<file path="src/shared/pcss_pkg.sv">
// constants and types of the pulse channel sampling scheduler
// What this block does
// - on each table run, capture pulse counter values, then clear the counters.
// - check every 0.1 second tick whether each table is due.
// - for a due table, sample and clear referenced modules before it runs.
// - a table delayed past its tick skips sampling until its next interval.
// - a table overrun raises the overrun indicator.
// - if enabled, an overrun sample is replaced by the previous good count.
// - tables due together are sampled in table priority order.
// - within a table, modules are sampled from module 1 up to module 4.
// - successive modules at one tick are spaced by about 0.6 ms.
`default_nettype none

package pcss_pkg;

  // ************************************************************
  // sizes
  // ************************************************************
  localparam int NUM_TABLES  = 3;
  localparam int NUM_MODULES = 4;
  localparam int COUNT_W     = 16;
  localparam int IVL_W       = 8;

  // ************************************************************
  // timing
  // ************************************************************
  localparam real CLK_PERIOD_NS  = 10.0;
  localparam real TICK_PERIOD_S  = 0.1;
  localparam real MODULE_TIME_MS = 0.6;
  localparam int  TICK_CYCLES    = int'(TICK_PERIOD_S * 1.0e9 / CLK_PERIOD_NS);
  // least time, so rounded up
  localparam int  MODULE_CYCLES  = int'($ceil(MODULE_TIME_MS * 1.0e6 / CLK_PERIOD_NS));

  // ************************************************************
  // reset values
  // ************************************************************
  localparam logic [IVL_W-1:0] IVL_RESET = 8'h01;  // first tick after reset is due

  // ************************************************************
  // types
  // ************************************************************
  typedef struct packed {
    logic [3:0] module_mask;  // bit m: table holds a pulse-count request for module m+1
    logic [7:0] interval;     // run interval in ticks, zero disables the table
    logic       discard_en;   // replace overrun samples with the previous count
  } pcss_table_cfg_type;

  typedef struct packed {
    logic        valid;
    logic        replaced;
    logic [1:0]  table_id;
    logic [1:0]  module_id;
    logic [15:0] count;
  } pcss_sample_type;

  typedef enum logic [1:0] {
    ST_IDLE = 2'h0,
    ST_SCAN = 2'h1,
    ST_WAIT = 2'h2
  } pcss_state_type;

endpackage

`default_nettype wire

</file>
<file path="src/logic/pcss_scheduler.sv">
// pulse channel sampling scheduler top
`default_nettype none

module pcss_scheduler #(
  parameter int TICK_CYCLES_P   = pcss_pkg::TICK_CYCLES,
  parameter int MODULE_CYCLES_P = pcss_pkg::MODULE_CYCLES
) (
  input  wire logic                                   sys_clk,
  input  wire logic                                   reset,
  input  wire pcss_pkg::pcss_table_cfg_type [2:0]     table_cfg,
  input  wire logic [2:0]                             table_busy,
  input  wire logic [3:0][pcss_pkg::COUNT_W-1:0]      count_in,
  output logic [3:0]                                  cnt_clear,
  output pcss_pkg::pcss_sample_type                   sample,
  output logic [2:0]                                  table_go,
  output logic                                        overrun_flag
);
  import pcss_pkg::*;

  // ************************************************************
  // state
  // ************************************************************
  logic [23:0]             tick_cnt;
  logic [23:0]             next_tick_cnt;
  logic                    tick;
  logic                    next_tick;
  logic [2:0]              due;
  logic [2:0]              ovr;
  logic [2:0]              ok;
  pcss_state_type          state;
  pcss_state_type          next_state;
  logic [1:0]              tbl;
  logic [1:0]              next_tbl;
  logic [1:0]              mod;
  logic [1:0]              next_mod;
  logic [2:0]              due_set;
  logic [2:0]              next_due_set;
  logic [2:0]              pend;
  logic [2:0]              next_pend;
  logic [16:0]             wait_cnt;
  logic [16:0]             next_wait_cnt;
  logic [3:0][COUNT_W-1:0] prev;
  logic [3:0][COUNT_W-1:0] next_prev;
  logic [3:0]              next_clear;
  pcss_sample_type         next_sample;
  logic [2:0]              next_go;
  logic                    next_overrun;
  logic                    advance;
  logic                    repl;

  // ************************************************************
  // interval counters, one per table
  // ************************************************************
  genvar gi;
  generate
    for (gi = 0; gi < NUM_TABLES; gi++) begin : g_ivl
      pcss_interval u_ivl (
        .sys_clk  (sys_clk),
        .reset    (reset),
        .tick     (tick),
        .interval (table_cfg[gi].interval),
        .due      (due[gi])
      );
    end
  endgenerate

  // a due table still busy from its last run is an overrun
  assign ovr = due & table_busy;
  assign ok  = due & ~table_busy;

  // ************************************************************
  // tick divider and sampling sequencer
  // ************************************************************
  always_comb begin
    next_tick     = 1'b0;
    next_tick_cnt = tick_cnt - 24'h00_0001;
    if (tick_cnt == 24'h00_0000) begin
      next_tick     = 1'b1;
      next_tick_cnt = 24'(TICK_CYCLES_P - 1);
    end
    next_state    = state;
    next_tbl      = tbl;
    next_mod      = mod;
    next_due_set  = due_set;
    next_pend     = pend;
    next_wait_cnt = wait_cnt;
    next_prev     = prev;
    next_clear    = 4'h0;
    next_sample   = '0;
    next_go       = 3'h0;
    advance       = 1'b0;
    repl          = table_cfg[tbl].discard_en && pend[tbl];
    case (state)
      ST_IDLE: begin
        if (due_set != 3'h0) begin
          next_state = ST_SCAN;
          next_tbl   = 2'h0;
          next_mod   = 2'h0;
        end
      end
      ST_SCAN: begin
        // sample referenced modules of a due table
        if (due_set[tbl] && table_cfg[tbl].module_mask[mod]) begin
          next_clear[mod]       = 1'b1;
          next_sample.valid     = 1'b1;
          next_sample.table_id  = tbl;
          next_sample.module_id = mod;
          // overrun sample replaced by previous good count
          next_sample.replaced  = repl;
          next_sample.count     = repl ? prev[mod] : count_in[mod];
          if (!repl) begin
            next_prev[mod] = count_in[mod];
          end
          // hold off the next module for one module time
          next_wait_cnt = 17'(MODULE_CYCLES_P - 1);
          next_state    = ST_WAIT;
        end else begin
          advance = 1'b1;
        end
      end
      ST_WAIT: begin
        if (wait_cnt == 17'h0_0000) begin
          advance = 1'b1;
        end else begin
          next_wait_cnt = wait_cnt - 17'h0_0001;
        end
      end
      default: begin
        next_state = ST_IDLE;
      end
    endcase
    if (advance) begin
      next_state = ST_SCAN;
      if (mod == 2'h3) begin
        next_mod = 2'h0;
        if (due_set[tbl]) begin
          // table may run once all its modules are read
          next_go[tbl]   = 1'b1;
          next_pend[tbl] = 1'b0;
        end
        if (tbl == 2'h2) begin
          next_state   = ST_IDLE;
          next_due_set = 3'h0;
        end else begin
          next_tbl = tbl + 2'h1;
        end
      end else begin
        next_mod = mod + 2'h1;
      end
    end
    // overrun tables are left out of this tick
    next_due_set = next_due_set | ok;
    // set after clear, so a fresh overrun is never lost
    next_pend    = next_pend | ovr;
    next_overrun = overrun_flag;
    if (ok != 3'h0) begin
      next_overrun = 1'b0;
    end
    // overrun raises the indicator, wins over the clear
    if (ovr != 3'h0) begin
      next_overrun = 1'b1;
    end
  end

  // register everything, outputs straight from flops
  always_ff @(posedge sys_clk or posedge reset) begin
    if (reset) begin
      tick_cnt     <= 24'h00_0000;
      tick         <= 1'b0;
      state        <= ST_IDLE;
      tbl          <= 2'h0;
      mod          <= 2'h0;
      due_set      <= 3'h0;
      pend         <= 3'h0;
      wait_cnt     <= 17'h0_0000;
      prev         <= '0;
      cnt_clear    <= 4'h0;
      sample       <= '0;
      table_go     <= 3'h0;
      overrun_flag <= 1'b0;
    end else begin
      tick_cnt     <= next_tick_cnt;
      tick         <= next_tick;
      state        <= next_state;
      tbl          <= next_tbl;
      mod          <= next_mod;
      due_set      <= next_due_set;
      pend         <= next_pend;
      wait_cnt     <= next_wait_cnt;
      prev         <= next_prev;
      cnt_clear    <= next_clear;
      sample       <= next_sample;
      table_go     <= next_go;
      overrun_flag <= next_overrun;
    end
  end

  // ************************************************************
  // checks
  // ************************************************************
  logic [23:0] since_tick;
  logic        seen_tick;
  logic [16:0] since_sample;
  logic        have_last;
  logic [1:0]  last_tbl;
  logic [1:0]  last_mod;
  logic [3:0][COUNT_W-1:0] count_d;
  logic [3:0][COUNT_W-1:0] kept_cnt;

  // helper history, read only by the checks; kept_cnt is the checks' own copy of the last good counts
  always_ff @(posedge sys_clk or posedge reset) begin
    if (reset) begin
      since_tick   <= 24'h00_0000;
      seen_tick    <= 1'b0;
      since_sample <= 17'h0_0000;
      have_last    <= 1'b0;
      last_tbl     <= 2'h0;
      last_mod     <= 2'h0;
      count_d      <= '0;
      kept_cnt     <= '0;
    end else begin
      count_d      <= count_in;
      since_tick   <= tick ? 24'h00_0000 : since_tick + 24'h00_0001;
      seen_tick    <= seen_tick | tick;
      since_sample <= sample.valid ? 17'h0_0000 : since_sample + 17'h0_0001;
      if (sample.valid) begin
        have_last <= 1'b1;
        last_tbl  <= sample.table_id;
        last_mod  <= sample.module_id;
        if (!sample.replaced) begin
          kept_cnt[sample.module_id] <= sample.count;
        end
      end else if (state == ST_IDLE) begin
        have_last <= 1'b0;
      end
    end
  end
endmodule

`default_nettype wire

</file>
<file path="src/logic/pcss_interval.sv">
// per-table interval counter that flags a table due on a tick
`default_nettype none

module pcss_interval (
  input  wire logic                      sys_clk,
  input  wire logic                      reset,
  input  wire logic                      tick,
  input  wire logic [pcss_pkg::IVL_W-1:0] interval,
  output logic                           due
);
  import pcss_pkg::*;

  logic [IVL_W-1:0] cnt;
  logic [IVL_W-1:0] next_cnt;
  logic             next_due;

  // count ticks down, reload on expiry
  always_comb begin
    next_cnt = cnt;
    next_due = 1'b0;
    if (tick) begin
      if (cnt <= 8'h01) begin
        next_due = (interval != 8'h00);
        next_cnt = interval;
      end else begin
        next_cnt = cnt - 8'h01;
      end
    end
  end

  always_ff @(posedge sys_clk or posedge reset) begin
    if (reset) begin
      cnt <= IVL_RESET;
      due <= 1'b0;
    end else begin
      cnt <= next_cnt;
      due <= next_due;
    end
  end

endmodule

`default_nettype wire

</file>
<file path="config.mk">
export PLATFORM = sky130hd
export DESIGN_NAME = pcss_scheduler
export DESIGN_NICKNAME = d
export VERILOG_FILES = /design/src/shared/pcss_pkg.sv /design/src/logic/pcss_scheduler.sv /design/src/logic/pcss_interval.sv
export SDC_FILE = /design/constraint.sdc
export NUM_CORES = 1
export LEC_CHECK = 0
export ABC_AREA = 1
export BUFFER_PORTS_ARGS = -buffer_cell sky130_fd_sc_hd__buf_2
export CAP_MARGIN = 10
export CORE_AREA = 2 2 175 109
export CTS_CLUSTER_DIAMETER = 50
export DETAILED_ROUTE_END_ITERATION = 6
export DIE_AREA = 0 0 177 111
export HOLD_SLACK_MARGIN = 0.06
export PLACE_DENSITY_LB_ADDON = 0.2
export REMOVE_ABC_BUFFERS = 1
export SLEW_MARGIN = 25
export SYNTH_ARGS = -nofsm -noshare
export SYNTH_HDL_FRONTEND = slang
export SYNTH_SLANG_ARGS = --single-unit
</file>
<file path="constraint.sdc">
create_clock -name sys_clk -period 6.6 [get_ports sys_clk]
set_input_delay 0 -clock sys_clk [delete_from_list [all_inputs] [get_ports sys_clk]]
set_output_delay 0 -clock sys_clk [all_outputs]
set_load 0.02 [all_outputs]
</file>
==> run_results.csv, run 1 <==
group,metric,value,unit
power,switchingPower,1.43,mW
yosys,synth_warnings,0,
floorplanning,dieHeight,111,µm
yosys,syn_inst,1209,
routing,vias,8715,
setup_path,crit_end,"prev[17]$_DFFE_PP0P_",
place,place_hpwl,15400,µm
floorplanning,io_pins,138,
yosys,yosysTopAreaCellShare,45.8,%
setup_path,crit_start,"mod[1]$_DFFE_PP0P_",
clocking,cts_max_level,4,
setup_path,crit_path_end_kind,"register",
yosys,synth_flop_cell,"dfrtp_1",
yosys,synthSimpleGateAreaFrac,24.0,%
cells_and_area,mostFrequentLayoutCells,"nand2_1 (260), dfrtp_1 (171), o21ai_0 (162)",
routing,viasPerCell,5.31,
global_routing,overflow,0,
sta,clock.fmax,0.317,GHz
setup_path,timing.rr.end,"prev[17]$_DFFE_PP0P_",
floorplanning,core_area,18300,µm²
yosys,synth_area_leaders,"dfrtp_1 (46%), nand2_1 (10%), o21ai_0 (8.6%), inv_1 (5.5%), nor2_1 (4.4%)",
floorplanning,rows,39,
place,preCtsSetupSlack,3530,ps
clocking,clockBufferDepth,2,
yosys,syn_avg_cell_area,7.78,µm²
cells_and_area,final_layout_size_suffix_gt1_share,15.1,%
power,comb_power_share,34.4,%
cells_and_area,diodes,0,
flow_run,drv_cap,0,
yosys,synth_top_family_by_area,"simple AND/OR/NAND/NOR gates",
power,p_sw_share,37.9,%
clocking,clock-sinks,175,
sta,period_minus_slack,3160,ps
setup_path,critical_path_arrival,3450,ps
cells_and_area,fin_nets,1507,
global_routing,grt_pass1_vias,8150,
yosys,synthesis.area,9400,µm²
routing,antenna_left,0,
global_routing,grt_util_all_layers,25.9,%
setup_path,r2r_start,"mod[1]$_DFFE_PP0P_",
status,outcome,"complete, no violations",
place,portBuffers,137,
routing,dr.pass1.iters,5,
sta,hold_ws,62.9,ps
min_path,hp-class,"primary input to register",
cells_and_area,fill_cells,1586,
min_path,min_delay_path_depth,5,
yosys,yosysUniqueCellTypes,44,
setup_path,criticalPathCategory,"register to register",
sta,finalSetupViolations,0,
yosys,synth-xor-area-share,1.77,%
yosys,synthMuxAreaShare,0,%
cells_and_area,layout_commonest_cell,"nand2_1",
routing,routedWlPerCell,15.0,µm
clocking,cts_root_buf,"clkbuf_16",
routing,drc,0,
power,clkPwrFrac,28.6,%
clocking,cts_made_buffers,17,
clocking,cts_resized,0,
global_routing,grt_max_degree,103,
setup_path,startpoint_type,"register",
clocking,cts_tree,"yes",
sta,slew_headroom,35.1,%
sta,tns,0,ps
yosys,synth_adder_area_share,2.40,%
power,power.density,328,nW/µm²
yosys,yosys_register_bits,175,
sta,setup_slack,3440,ps
clocking,clk_latency,440,ps
power,p_seq_share,37.0,%
cells_and_area,syn_to_final_growth,22.1,%
place,place_congestion,0.856,
routing,wirelength,24600,µm
sta,tightest_slew,973,ps
sta,finClkSkew,13.4,ps
yosys,synth_edf_count,0,
power,p_leak,5.50,nW
global_routing,antenna_found_initial,0,
clocking,clk_pin_slew,70,ps
floorplanning,start_util,51.4,%
setup_path,reg2reg_depth,6,
yosys,yosysSeqAreaShare,46.6,%
yosys,synthArstFlopShare,100,%
setup_path,r2r_slack,3440,ps
yosys,synth_compound_area_share,16.9,%
sta,slew_viol_final,0,
power,p_int,2.34,mW
setup_path,cp.required,6890,ps
power,peakVddDrop,0.223,mV
routing,drt_first_iter_violations,899,
yosys,synth_top_area_cell,"dfrtp_1",
sta,fin_crit_sh,47.8,%
sta,finalHoldViolCount,0,
sta,rsz0062_at_grt,"false",
global_routing,grt_pass1_wl,41000,µm
floorplanning,die_w,177,µm
floorplanning,die_area,19600,µm²
setup_path,cp_max_fo,51,
==> Yosys cell counts, drive strengths merged, types with 10 or more instances <==
library cell / n
a21oi: 75
nand2: 263
nand3: 70
o21ai: 181
buf: 14
a32oi: 15
nand4: 12
nor2: 127
clkbuf: 39
nor3: 18
dfrtp: 172
xor2: 10
ha: 18
inv: 139
o31ai: 10
==> metrics by stage <==
stage | cells | power, mW | utilization [%] | area, µm²
CTS | 1639 | 3.76 | 62.6 | 11400
finish | 1640 | 3.77 | 62.7 | 11500
floorplan | 1156 | 2.22 | - | 9160
detailed placement | 1546 | 2.57 | 55.8 | 10200
global route | 1640 | 4.02 | 62.7 | 11500
global placement | 1546 | 2.54 | 55.8 | 10200
==> cell type report <==
cell class              count  area, µm²  area share [%]
repair buffers            206       1380            12.0
multi-input cells         840       4240            36.9
inverters                 141        537            4.68
well taps                 246        308            2.68
flip-flops and latches    175       4380            38.2
clock inverters            13        178            1.55
clock buffers              19        453            3.95
==> power by group through the flow <==
stage / logic (mW) / registers [mW] / clock network, mW
global placement: 1.14 / 1.40 / 0
CTS: 1.28 / 1.39 / 1.09
floorplan: 0.795 / 1.43 / 0
detailed placement: 1.16 / 1.41 / 0
global route: 1.46 / 1.42 / 1.14
finish: 1.30 / 1.39 / 1.08
==> worst max-delay path: stages (launching register included) <==
cell	delay (ps)
dfrtp_1	750
inv_1	160
buf_4	500
ha_1	760
inv_1	200
nor2_4	430
o21ai_0	180
==> flip-flops by register name, summed over array words and instances (netlist names) <==
signal           count
state                2
mod                  2
overrun_flag         1
tick_cnt            24
cnt_clear            4
pend                 3
g_ivl.u_ivl.cnt     24
table_go             3
sample              22
prev                64
tbl                  2
tick                 1
wait_cnt            17
g_ivl.u_ivl.due      3
due_set              3
==> cell families (layout without fill, tap and decap cells) <==
kind of cell,count (synthesis),count (layout)
XOR/XNOR,19,19
adder cells (fa/ha/maj),18,18
AND/OR/NAND/NOR,508,508
flip-flops,175,175
buffers and inverters,194,379
AO/OA/AOI/OAI,295,295
==> worst min path at each step <==
stage / startpoint / end / slack (ps)
4_1_cts: count_in[23] / sample[7]$_DFF_PP0_ / 60
5_1_grt: reset / tick_cnt[17]$_DFF_PP0_ / 100
3_3_place_gp: table_busy[2] / pend[2]$_DFF_PP0_ / 260
3_5_place_dp: table_busy[2] / pend[2]$_DFF_PP0_ / 260
2_1_floorplan: table_busy[2] / pend[2]$_DFF_PP0_ / 130
6_report: count_in[11] / sample[11]$_DFF_PP0_ / 60
==> metal layers <==
metal  part of all wire [%]  global-route usage [%]  vias up
met5                      0                       0        -
met4                    1.3                    7.11        0
met3                    5.5                    3.88       23
met2                     42                    37.0      266
met1                     51                    40.7     4099
li1                       -                       -     4327
==> timing repair <==
| action | CTS | global route |
|---|---|---|
| buffers inserted | 0 | 0 |
| endpoints found under the hold margin | 160 | 0 |
| hold buffers | 61 | 0 |
(Power assumes the default switching activity.)
==> run 2: changes to the inputs <==
clock period = 3.13 ns   (was 6.6 ns; I/O delays follow)
==> run_results.csv, run 2 (same netlist as run 1, synthesis figures left out) <==
group,metric,value,unit
clocking,clk_latency,440,ps
cells_and_area,diodes,0,
cells_and_area,instances_no_fill,1651,
place,place_hpwl,15800,µm
cells_and_area,largest_reg_flops,64,
floorplanning,start_util,51.4,%
cells_and_area,max_flop_register,"prev",
sta,setup_slack,413,ps
routing,viasPerCell,5.35,
flow_run,drv_cap,0,
sta,slew_viol_final,0,
sta,tightest_slew,740,ps
clocking,cts_max_level,4,
setup_path,criticalPathCategory,"register to register",
setup_path,r2r_slack,410,ps
global_routing,overflow,0,
sta,finalSetupViolations,0,
global_routing,grt_pass1_vias,8131,
setup_path,r2r_start,"g_ivl[1].u_ivl.cnt[1]$_DFFE_PP0P_",
setup_path,cp.required,3510,ps
routing,routedWlPerCell,14.7,µm
cells_and_area,final_layout_size_suffix_gt1_share,15.6,%
power,power.density,682,nW/µm²
sta,fin_crit_sh,86.8,%
floorplanning,die_area,19600,µm²
cells_and_area,fill_cells,1597,
status,outcome,"complete, no violations",
floorplanning,die_w,177,µm
sta,finalHoldViolCount,0,
sta,period_minus_slack,2720,ps
sta,clock.fmax,0.368,GHz
power,peakVddDrop,0.366,mV
routing,antenna_left,0,
clocking,clock-sinks,175,
setup_path,crit_start,"g_ivl[1].u_ivl.cnt[1]$_DFFE_PP0P_",
cells_and_area,syn_to_final_growth,22.7,%
place,place_congestion,0.875,
clocking,cts_root_buf,"clkbuf_16",
clocking,cts_made_buffers,17,
global_routing,grt_util_all_layers,25.7,%
setup_path,startpoint_type,"register",
floorplanning,rows,39,
sta,slew_headroom,50.6,%
setup_path,critical_path_arrival,3100,ps
routing,drt_first_iter_violations,959,
routing,wirelength,24200,µm
global_routing,grt_pass1_wl,40700,µm
setup_path,cp_max_fo,8,
setup_path,crit_path_end_kind,"register",
cells_and_area,fin_nets,1518,
routing,drc,0,
routing,vias,8832,
power,p_leak,5.54,nW
place,preCtsSetupSlack,631,ps
global_routing,antenna_found_initial,0,
clocking,cts_setup_buffers,0,
cells_and_area,mostFrequentLayoutCells,"nand2_1 (260), dfrtp_1 (171), o21ai_0 (162)",
floorplanning,dieHeight,111,µm
routing,dr.pass1.iters,6,
min_path,hp-class,"primary input to register",
global_routing,grt_max_degree,86,
place,portBuffers,137,
clocking,cts_tree,"yes",
sta,finClkSkew,11.6,ps
setup_path,reg2reg_depth,9,
cells_and_area,layout_commonest_cell,"nand2_1",
clocking,clockBufferDepth,2,
floorplanning,core_area,18300,µm²
sta,rsz0062_at_grt,"false",
cells_and_area,biggestRegsByFlops,"prev x64, g_ivl.u_ivl.cnt x24, tick_cnt x24",
sta,hold_ws,71.8,ps
clocking,clk_pin_slew,70,ps
setup_path,crit_end,"g_ivl[1].u_ivl.due$_DFF_PP0_",
place,dp.cells,1556,
setup_path,timing.rr.end,"g_ivl[1].u_ivl.due$_DFF_PP0_",
cells_and_area,final_core_util,63.0,%
floorplanning,io_pins,138,
[run 2: cell types whose count changed in the layout (fill, tap and decap cells not counted), sizes merged]
cell | previous run | this run
clkinvlp | 2 | 3
clkbuf | 19 | 20
dlygate4sd3 | 61 | 63
clkinv | 4 | 7
inv | 145 | 141
buf | 145 | 154
bufinv | 3 | 2
[run 2: final cells by class]
cell class | instances | area [µm²] | area share, %
repair buffers | 217 | 1470 | 12.7
well taps | 246 | 308 | 2.67
clock buffers | 20 | 457 | 3.96
inverters | 141 | 537 | 4.65
clock inverters | 12 | 136 | 1.18
flip-flops and latches | 175 | 4380 | 38.0
multi-input cells | 840 | 4240 | 36.8
[run 2: through the flow]
stage	setup TNS (ps)	cell area (µm²)	power, mW
2_1_floorplan	-442100	9160	4.68
5_1_grt	0	11500	8.41
6_report	0	11500	7.87
3_3_place_gp	0	10300	5.44
4_1_cts	0	11500	7.87
3_5_place_dp	0	10300	5.49
[run 2: power breakdown]
group          switching, mW  leakage [nW]  internal (mW)  total [mW]
sequential             0.200          2.08           2.70        2.90
clock                  0.918         0.283           1.22        2.14
combinational           1.86          3.18          0.971        2.83
total                   2.98          5.54           4.89        7.87
[run 2: metal layers]
metal | global-route usage [%] | part of all wire [%] | wire [µm] | vias to the layer above
met1 | 40.6 | 51 | 12200 | 4133
met4 | 7.66 | 1.3 | 309 | 0
li1 | - | - | - | 4348
met2 | 35.9 | 42 | 10200 | 317
met5 | 0 | 0 | 0 | -
met3 | 4.39 | 6.2 | 1500 | 34
[run 2: worst max-delay path: stages (launching register included)]
cell and delay [ps]:
dfrtp_1 370, inv_1 120, ha_1 230, nor2_1 60, nor3_1 610, inv_1 240, nor2_1 270, inv_1 90
a21oi_1 120, dlygate4sd3_1 550
[run 2: timing repair]
action,CTS,global route
hold buffers,63,0
endpoints found under the setup margin,0,0
gates resized for setup,0,0
hold endpoints to repair,121,0
[run 2: how the worst min path moves through the flow]
stage                           endpoint           from  cells after the start
detailed placement   sample[9]$_DFF_PP0_          reset                      2
finish              sample[15]$_DFF_PP0_   count_in[63]                      5
CTS                  sample[8]$_DFF_PP0_   count_in[24]                      5
global route         sample[8]$_DFF_PP0_   count_in[24]                      5
floorplan              pend[2]$_DFF_PP0_  table_busy[2]                      2
global placement     sample[3]$_DFF_PP0_          reset                      2
